File: src/include/aicl_pkg.sv
// constants and carriers for the analog input calibration and limit monitor
package aicl_pkg;
  localparam int MAX_CH = 4;
  localparam int NUM_RANGES = 2;
  localparam int GAIN_FRAC = 14;
  localparam logic signed [15:0] GAIN_ONE = 16'sh4000;
  localparam logic signed [15:0] SAT_MAX = 16'sh7fff;
  localparam logic signed [15:0] SAT_MIN = 16'sh8000;
  localparam logic signed [15:0] NOM_HI = 16'sh7530;
  localparam logic signed [15:0] NOM_LO = 16'sh8ad0;
  // byte offsets inside one channel window; channel number sits in address bits 7:6
  localparam logic [5:0] OFS_CTRL = 6'h00;
  localparam logic [5:0] OFS_LIM1 = 6'h04;
  localparam logic [5:0] OFS_LIM2 = 6'h08;
  localparam logic [5:0] OFS_UOFS = 6'h0c;
  localparam logic [5:0] OFS_UGAIN = 6'h10;
  localparam logic [5:0] OFS_SOFS = 6'h14;
  localparam logic [5:0] OFS_SGAIN = 6'h18;
  localparam logic [5:0] OFS_FOFS0 = 6'h1c;
  localparam logic [5:0] OFS_FGAIN0 = 6'h20;
  localparam logic [5:0] OFS_FOFS1 = 6'h24;
  localparam logic [5:0] OFS_FGAIN1 = 6'h28;
  localparam logic [5:0] OFS_STAT = 6'h2c;
  localparam int CH_LSB = 6;
  // control register fields
  localparam int CTRL_SCL_EN = 0;
  localparam int CTRL_LIM1_EN = 1;
  localparam int CTRL_LIM2_EN = 2;
  localparam int CTRL_UCAL_EN = 3;
  localparam int CTRL_FCAL_EN = 4;
  localparam int CTRL_SWAP = 5;
  localparam int CTRL_RANGE = 8;
  localparam logic [15:0] CTRL_MASK = 16'h013f;
  localparam logic [15:0] CTRL_RST = 16'h0010;
  localparam logic signed [15:0] LIM_RST = 16'sh0000;
  localparam logic signed [15:0] OFS_RST = 16'sh0000;
  // status word fields
  localparam int STAT_LIM1 = 16;
  localparam int STAT_LIM2 = 18;
  localparam int STAT_OVER = 20;
  localparam int STAT_UNDER = 21;

  typedef enum logic [1:0] {
    LIM_OFF = 2'b00,
    LIM_LOW = 2'b01,
    LIM_HIGH = 2'b10,
    LIM_EQ = 2'b11
  } aicl_code_e;

  typedef struct packed {
    logic valid;
    logic [1:0] chan;
    logic signed [15:0] value;
  } aicl_sample_s;

  typedef struct packed {
    logic signed [15:0] value;
    aicl_code_e lim1;
    aicl_code_e lim2;
    logic over;
    logic under;
  } aicl_pd_s;
endpackage

File: src/logic/aicl_monitor.sv
// analog input correction chain, limit comparators and avalon register slave
//
// Summary of operation
// each channel has two independent limit comparators with own results
// limits are signed 16-bit values, full range 0x8000 to 0x7fff
// after reset both limit comparisons are off on every channel
// each limit comparison has its own enable bit
// disabled comparison reports code 0
// no swap: code 1 when value below limit, 2 when above
// swap: code 1 when value above limit, 2 when below
// value equal to limit reports code 3 regardless of swap
// swap setting is false after reset
// comparison follows the most recent value every cycle
// factory stage gain*(x-offset), coefficients per measuring range
// factory coefficients are readable, writes to them are ignored
// factory stage per channel enable, cleared means bypass
// optional user correction stage gain*(x-offset)
// user correction bypassed after reset, enabled per channel
// user correction offset and gain are writable per channel
// over and under flags use the value after user correction
// optional user scaling stage gain*(x-offset)
// user scaling bypassed after reset, enabled per channel
// scaling offset and gain are writable per channel
// order factory, user correction, scaling, then comparison on final value
// stages use fixed-point gain and saturate to signed 16 bits
`timescale 1ns/1ps
module aicl_monitor #(
  parameter int NUM_CH = 4,
  parameter logic signed [15:0] FACT_OFS [NUM_CH][aicl_pkg::NUM_RANGES] =
    '{default: aicl_pkg::OFS_RST},
  parameter logic signed [15:0] FACT_GAIN [NUM_CH][aicl_pkg::NUM_RANGES] =
    '{default: aicl_pkg::GAIN_ONE}
) (
  input wire logic ref_clk_in,
  input wire logic reset_in,
  input wire logic [7:0] avs_address_in,
  input wire logic avs_read_in,
  input wire logic avs_write_in,
  input wire logic [31:0] avs_writedata_in,
  input wire logic [3:0] avs_byteenable_in,
  output logic [31:0] avs_readdata_out,
  output logic avs_waitrequest_out,
  input wire aicl_pkg::aicl_sample_s sample_in,
  output aicl_pkg::aicl_pd_s [NUM_CH-1:0] pd_out
);

  if (NUM_CH < 1 || NUM_CH > aicl_pkg::MAX_CH)
  begin : g_bad_ch
    $error("NUM_CH must lie between 1 and 4");
  end

  localparam logic [2:0] NCH = 3'(NUM_CH);

  logic [15:0] ctrl_r [NUM_CH];
  logic signed [15:0] lim1_r [NUM_CH];
  logic signed [15:0] lim2_r [NUM_CH];
  logic signed [15:0] uofs_r [NUM_CH];
  logic signed [15:0] ugain_r [NUM_CH];
  logic signed [15:0] sofs_r [NUM_CH];
  logic signed [15:0] sgain_r [NUM_CH];
  logic signed [15:0] value_r [NUM_CH];
  logic over_r [NUM_CH];
  logic under_r [NUM_CH];
  aicl_pkg::aicl_code_e code1_r [NUM_CH];
  aicl_pkg::aicl_code_e code2_r [NUM_CH];
  logic ack_r;
  logic [31:0] rdata_r;

  // gain is q2.14; the wide product is clipped instead of wrapped
  function automatic logic signed [15:0] stage_f(input logic signed [15:0] x,
                                                 input logic signed [15:0] ofs,
                                                 input logic signed [15:0] gain,
                                                 input logic en);
    logic signed [16:0] d;
    logic signed [32:0] p;
    logic signed [32:0] q;
    d = 17'(x) - 17'(ofs);
    p = 33'(d) * 33'(gain);
    q = p >>> aicl_pkg::GAIN_FRAC;
    if (!en)
      stage_f = x;
    else if (q > 33'(aicl_pkg::SAT_MAX))
      stage_f = aicl_pkg::SAT_MAX;
    else if (q < 33'(aicl_pkg::SAT_MIN))
      stage_f = aicl_pkg::SAT_MIN;
    else
      stage_f = q[15:0];
  endfunction

  function automatic aicl_pkg::aicl_code_e cmp_f(input logic signed [15:0] v,
                                                 input logic signed [15:0] thr,
                                                 input logic en,
                                                 input logic swap);
    if (!en)
      cmp_f = aicl_pkg::LIM_OFF;
    else if (v == thr)
      cmp_f = aicl_pkg::LIM_EQ;
    else if ((v < thr) != swap)
      cmp_f = aicl_pkg::LIM_LOW;
    else
      cmp_f = aicl_pkg::LIM_HIGH;
  endfunction

  function automatic logic [15:0] merge_f(input logic [15:0] old,
                                          input logic [31:0] wd,
                                          input logic [3:0] be);
    merge_f = {be[1] ? wd[15:8] : old[15:8], be[0] ? wd[7:0] : old[7:0]};
  endfunction

  function automatic logic [31:0] ext_f(input logic [15:0] v);
    ext_f = {16'h0000, v};
  endfunction

  // bus decode
  wire logic req = avs_read_in | avs_write_in;
  wire logic [1:0] acc_ch = avs_address_in[7:aicl_pkg::CH_LSB];
  wire logic [5:0] acc_ofs = avs_address_in[5:0];
  wire logic ch_ok = {1'b0, acc_ch} < NCH;
  // factory offsets are absent here on purpose, so writes to them fall through
  wire logic wr_go = avs_write_in & ack_r & ch_ok;

  // one wait cycle per access; the read word is captured in that cycle
  assign avs_waitrequest_out = req & ~ack_r;
  assign avs_readdata_out = rdata_r;

  function automatic logic [31:0] rd_f(input logic [1:0] ch, input logic [5:0] ofs);
    rd_f = 32'h0000_0000;
    unique case (ofs)
      aicl_pkg::OFS_CTRL: rd_f = ext_f(ctrl_r[ch]);
      aicl_pkg::OFS_LIM1: rd_f = ext_f(lim1_r[ch]);
      aicl_pkg::OFS_LIM2: rd_f = ext_f(lim2_r[ch]);
      aicl_pkg::OFS_UOFS: rd_f = ext_f(uofs_r[ch]);
      aicl_pkg::OFS_UGAIN: rd_f = ext_f(ugain_r[ch]);
      aicl_pkg::OFS_SOFS: rd_f = ext_f(sofs_r[ch]);
      aicl_pkg::OFS_SGAIN: rd_f = ext_f(sgain_r[ch]);
      aicl_pkg::OFS_FOFS0: rd_f = ext_f(FACT_OFS[ch][0]);
      aicl_pkg::OFS_FGAIN0: rd_f = ext_f(FACT_GAIN[ch][0]);
      aicl_pkg::OFS_FOFS1: rd_f = ext_f(FACT_OFS[ch][1]);
      aicl_pkg::OFS_FGAIN1: rd_f = ext_f(FACT_GAIN[ch][1]);
      aicl_pkg::OFS_STAT: rd_f = {10'h000, under_r[ch], over_r[ch],
                                  code2_r[ch], code1_r[ch], value_r[ch]};
      default: rd_f = 32'h0000_0000;
    endcase
  endfunction

  // read word is captured once at the edge ending the wait cycle, so later changes behind a held address are not seen
  always_ff @(posedge ref_clk_in)
  begin
    if (reset_in)
    begin
      ack_r <= 1'b0;
      rdata_r <= 32'h0000_0000;
    end
    else
    begin
      ack_r <= req & ~ack_r;
      if (avs_read_in & ~ack_r)
        rdata_r <= ch_ok ? rd_f(acc_ch, acc_ofs) : 32'h0000_0000;
    end
  end

  // correction chain on the arriving sample
  wire logic [1:0] s_ch = sample_in.chan;
  wire logic s_ok = sample_in.valid & ({1'b0, s_ch} < NCH);
  wire logic [15:0] s_ctrl = s_ok ? ctrl_r[s_ch] : aicl_pkg::CTRL_RST;
  wire logic s_rng = s_ctrl[aicl_pkg::CTRL_RANGE];
  wire logic signed [15:0] f_ofs = s_ok ? FACT_OFS[s_ch][s_rng] : aicl_pkg::OFS_RST;
  wire logic signed [15:0] f_gain = s_ok ? FACT_GAIN[s_ch][s_rng] : aicl_pkg::GAIN_ONE;
  wire logic signed [15:0] u_ofs = s_ok ? uofs_r[s_ch] : aicl_pkg::OFS_RST;
  wire logic signed [15:0] u_gain = s_ok ? ugain_r[s_ch] : aicl_pkg::GAIN_ONE;
  wire logic signed [15:0] c_ofs = s_ok ? sofs_r[s_ch] : aicl_pkg::OFS_RST;
  wire logic signed [15:0] c_gain = s_ok ? sgain_r[s_ch] : aicl_pkg::GAIN_ONE;
  wire logic signed [15:0] v_fact = stage_f(sample_in.value, f_ofs, f_gain,
                                            s_ctrl[aicl_pkg::CTRL_FCAL_EN]);
  wire logic signed [15:0] v_user = stage_f(v_fact, u_ofs, u_gain,
                                            s_ctrl[aicl_pkg::CTRL_UCAL_EN]);
  wire logic signed [15:0] v_scl = stage_f(v_user, c_ofs, c_gain,
                                           s_ctrl[aicl_pkg::CTRL_SCL_EN]);
  // range flags look at the corrected value, before scaling alters the units
  wire logic v_over = v_user > aicl_pkg::NOM_HI;
  wire logic v_under = v_user < aicl_pkg::NOM_LO;

  for (genvar c = 0; c < NUM_CH; c++)
  begin : g_ch
    wire logic sel = wr_go & (acc_ch == 2'(c));
    wire logic [15:0] ctrl_nxt = merge_f(ctrl_r[c], avs_writedata_in,
                                         avs_byteenable_in) & aicl_pkg::CTRL_MASK;
    wire logic hit = s_ok & (s_ch == 2'(c));

    always_ff @(posedge ref_clk_in)
    begin
      if (reset_in)
      begin
        ctrl_r[c] <= aicl_pkg::CTRL_RST;
        lim1_r[c] <= aicl_pkg::LIM_RST;
        lim2_r[c] <= aicl_pkg::LIM_RST;
        uofs_r[c] <= aicl_pkg::OFS_RST;
        ugain_r[c] <= aicl_pkg::GAIN_ONE;
        sofs_r[c] <= aicl_pkg::OFS_RST;
        sgain_r[c] <= aicl_pkg::GAIN_ONE;
      end
      else if (sel)
      begin
        if (acc_ofs == aicl_pkg::OFS_CTRL)
          ctrl_r[c] <= ctrl_nxt;
        if (acc_ofs == aicl_pkg::OFS_LIM1)
          lim1_r[c] <= merge_f(lim1_r[c], avs_writedata_in, avs_byteenable_in);
        if (acc_ofs == aicl_pkg::OFS_LIM2)
          lim2_r[c] <= merge_f(lim2_r[c], avs_writedata_in, avs_byteenable_in);
        if (acc_ofs == aicl_pkg::OFS_UOFS)
          uofs_r[c] <= merge_f(uofs_r[c], avs_writedata_in, avs_byteenable_in);
        if (acc_ofs == aicl_pkg::OFS_UGAIN)
          ugain_r[c] <= merge_f(ugain_r[c], avs_writedata_in, avs_byteenable_in);
        if (acc_ofs == aicl_pkg::OFS_SOFS)
          sofs_r[c] <= merge_f(sofs_r[c], avs_writedata_in, avs_byteenable_in);
        if (acc_ofs == aicl_pkg::OFS_SGAIN)
          sgain_r[c] <= merge_f(sgain_r[c], avs_writedata_in, avs_byteenable_in);
      end
    end

    always_ff @(posedge ref_clk_in)
    begin
      if (reset_in)
      begin
        value_r[c] <= 16'sh0000;
        over_r[c] <= 1'b0;
        under_r[c] <= 1'b0;
        code1_r[c] <= aicl_pkg::LIM_OFF;
        code2_r[c] <= aicl_pkg::LIM_OFF;
      end
      else
      begin
        if (hit)
        begin
          value_r[c] <= v_scl;
          over_r[c] <= v_over;
          under_r[c] <= v_under;
        end
        // recomputed every cycle so limit or enable changes show one cycle later, without a new sample
        code1_r[c] <= cmp_f(value_r[c], lim1_r[c], ctrl_r[c][aicl_pkg::CTRL_LIM1_EN],
                            ctrl_r[c][aicl_pkg::CTRL_SWAP]);
        code2_r[c] <= cmp_f(value_r[c], lim2_r[c], ctrl_r[c][aicl_pkg::CTRL_LIM2_EN],
                            ctrl_r[c][aicl_pkg::CTRL_SWAP]);
      end
    end

    assign pd_out[c] = '{value: value_r[c], lim1: code1_r[c], lim2: code2_r[c],
                         over: over_r[c], under: under_r[c]};

  end
endmodule

File: config.mk
export PLATFORM = sky130hd
export DESIGN_NAME = aicl_monitor
export DESIGN_NICKNAME = d
export VERILOG_FILES = /design/src/include/aicl_pkg.sv /design/src/logic/aicl_monitor.sv
export SDC_FILE = /design/constraint.sdc
export NUM_CORES = 2
export LEC_CHECK = 0
export BUFFER_PORTS_ARGS = -buffer_cell sky130_fd_sc_hd__buf_2
export CORE_MARGIN = 3
export CORE_UTILIZATION = 40
export CTS_BUF_LIST = sky130_fd_sc_hd__clkbuf_8
export CTS_CLUSTER_DIAMETER = 200
export DETAILED_ROUTE_END_ITERATION = 10
export SYNTH_ARGS = -nofsm -noshare
export SYNTH_HDL_FRONTEND = slang
export SYNTH_SLANG_ARGS = --single-unit
File: constraint.sdc
create_clock -name ref_clk_in -period 42.4 [get_ports ref_clk_in]
set_input_delay 6.36 -clock ref_clk_in [delete_from_list [all_inputs] [get_ports ref_clk_in]]
set_output_delay 6.36 -clock ref_clk_in [all_outputs]
set_load 0.03 [all_outputs]
==> summary.txt <==
Mapped Cells -> 4941
Num ports -> 188
Gr usage total -> 25.55%
Final nets -> 5927
Post-Route Skew -> 0.05092 ns
Final hold violation count -> 0
Seq/Total Area, Yosys -> 29.73%
CP endpoint kind -> flip-flop
Area of the mapped netlist -> 51510 µm²
Worst Path Max Fanout -> 60
CTS Buf Count -> 85
Post-synth EDFFs -> 484
Critical path class -> input port to flip-flop
CP arrival -> 29.73 ns
Slew at the pin closest to its max-slew limit -> 1.490 ns
Fill cells -> 12080
Post-layout minimum cycle time -> 29.35 ns
Worst Path Required -> 42.78 ns
Die Span Y -> 364.9 µm
Die area -> 133100 µm²
Routed WL per cell -> 25.16 µm
Post-CTS Setup Bufs -> 0
Root Buffer -> clkbuf_8
Most frequent cells after synthesis -> inv_1 (776), fa_1 (553), edfxtp_1 (484)
Area leader, netlist -> edfxtp_1
Top-count cell post-synth -> inv_1
Fin Setup TNS -> 0 ns
Reg2Reg Depth -> 72
Hold path cells -> 1
Reg2reg setup slack -> 19.13 ns
Drt first pass iters -> 6
First-pass GRT wire length -> 252100 µm
Status -> complete, but fails checks
Ys flop type -> edfxtp_1
Starting Density -> 40.34%
Violated checks -> max-capacitance violations
Antenna violations before repair -> 12
Top post-synthesis cells by area -> edfxtp_1 (28%), fa_1 (21%), ha_1 (7.8%), mux4_2 (7.7%), inv_1 (5.7%)
Max incr delay on CP -> 1.31 ns
Die X -> 364.9 µm
Most common cell on crit path -> fa_1
Port bufs -> 159
Slowest-stage cell, CP -> a311oi_1
Seq cells post-synth -> 523
Vias in the first global route -> 39010
Clock Latency Late Sink -> 0.69 ns
H-tree depth -> 3
Synth warn -> 0
Avg Inst Size Synth -> 10.43 µm²
Fin. max-slew vios -> 0
Drt via density -> 5.704
Area grow syn2layout -> 7.653%
GRT Residual Overflow -> 0
Routed vias -> 38320
Unrepaired setup endpoints after global routing -> false
PostCTS Resize Cnt -> 0
Starting DRT DRC Count -> 3883
Core Area -> 127700 µm²
Remaining DRCs -> 0
Post-synth top area share -> 28.21%
FP Rows -> 131
Fraction of layout cells with a size suffix above 1 -> 12.22%
Max Root-Sink Buffers -> 3
GPL Wtd Cong -> 0.9472
Post-route ant nets -> 0
Achievable frequency -> 34.07 MHz
Maxcap violations -> 1
Hold Buf Count CTS -> 0
Max-slew headroom at the worst pin -> 0.01364%
Post-Route WL -> 169000 µm
Hpwl dp -> 130500 µm
Async S/R FF share, synth -> 0%
Final setup vio count -> 0
Largest net degree at the start of global routing -> 92
Startpoint types -> input port
Hold Crit Class -> flip-flop to flip-flop
# clock sinks -> 523
Clk slew on worst S/H paths -> 0.06 ns
Synth cell types -> 85
CTS tree -> yes
Final period util -> 69.23%
area by class of cell:
cell class | instances | area, µm² | share of cell area, %
well taps | 1662 | 2079 | 3.750
clock buffers | 88 | 1211 | 2.184
diodes | 5 | 12.51 | 0.02256
clock inverters | 64 | 312.8 | 0.5641
multi-input cells | 3366 | 32210 | 58.09
repair buffers | 234 | 1398 | 2.520
flip-flops and latches | 523 | 15310 | 27.62
inverters | 776 | 2913 | 5.252
path summary, 6_finish.rpt:
| check | from | end |
|---|---|---|
| worst max register to register | uofs_r[3][0] | value_r[0][0] |
| worst min register to register | ack_r | ack_r |
| worst max-delay path | sample_in[18] | value_r[0][0] |
| worst min-delay path | ack_r | ack_r |
sequential cells by signal, summed over array words and instances (netlist names), 8 cells and up:
| name | cells |
|---|---|
| avs_readdata_out | 22 |
| code1_r | 8 |
| code2_r | 8 |
| ctrl_r | 28 |
| lim1_r | 64 |
| lim2_r | 64 |
| sgain_r | 64 |
| sofs_r | 64 |
| ugain_r | 64 |
| uofs_r | 64 |
| value_r | 64 |
metal layers:
metal / vias to the layer above / routed length [µm] / GRT usage (%) / share of wire, %
met5: - / 13 / 0 / 0.0077
met4: 2 / 6752 / 9.071 / 4.0
met3: 343 / 16620 / 4.961 / 9.8
met2: 1847 / 78520 / 41.18 / 46
met1: 19530 / 67110 / 34.43 / 40
li1: 16600 / - / - / -
worst max-delay path, delay by kind of cell:
family | cells | cell delay [ns]
fa+ha+maj | 18 | 8.57
simple gates | 11 | 1.85
buf+inv | 11 | 2.50
compound gates | 34 | 10.10
xor+xnor | 1 | 0.16
layout by cell type (no fill, tap or decap), types with 10 or more instances in the layout:
cell      instances
buf_2           153
ha_1            321
conb_1           10
nand4_1          30
mux4_2          176
a22oi_1          35
a221oi_1         32
o21a_1           47
nor2b_1          32
a21boi_0         20
nor3_1           42
edfxtp_1        484
and2_1          306
fa_1            553
xor2_1           34
clkbuf_8         88
nand2b_1         47
nor2_1          469
a21oi_1         102
o211a_1          16
o21ai_0          70
or3_1            45
mux2i_1          20
a22o_1           16
a21o_1           66
xnor2_1          52
o211ai_1         26
dfxtp_1          39
and3_1          124
mux2_2           15
nand2_1         388
inv_1           812
buf_4            78
a211oi_1         15
a31oi_1          22
clkinv_1         14
or2_2            58
nand3_1          60
per-stage QoR:
step	hold WS [ns]	setup WS [ns]	utilization, %	instance area [µm²]	instances
after floorplan	0.4351	15.85	-	51550	4950
final	0.4699	13.05	43.43	55460	6718
after CTS	0.4742	13.48	43.42	55440	6713
after global placement	0.4478	12.93	42.23	53920	6561
after global routing	0.5044	11.87	43.43	55450	6716
after detailed placement	0.4648	12.84	42.23	53920	6561
logic make-up (layout without fill, tap and decap cells):
| logic type | count (synthesis) | in the layout | synth area share (%) |
|---|---|---|---|
| other | 1 | 15 | 0.007280 |
| buffers and inverters | 1061 | 1162 | 7.896 |
| AND/OR/NAND/NOR | 1640 | 1640 | 15.63 |
| adder cells (fa/ha/maj) | 874 | 874 | 29.29 |
| AO/OA/AOI/OAI | 544 | 544 | 7.530 |
| flip-flops | 523 | 523 | 29.73 |
| XOR/XNOR | 87 | 87 | 1.506 |
| multiplexers | 211 | 211 | 8.411 |
Power is not shown: default switching activity piles up to over one toggle a cycle in this logic, so the estimate is an artifact.
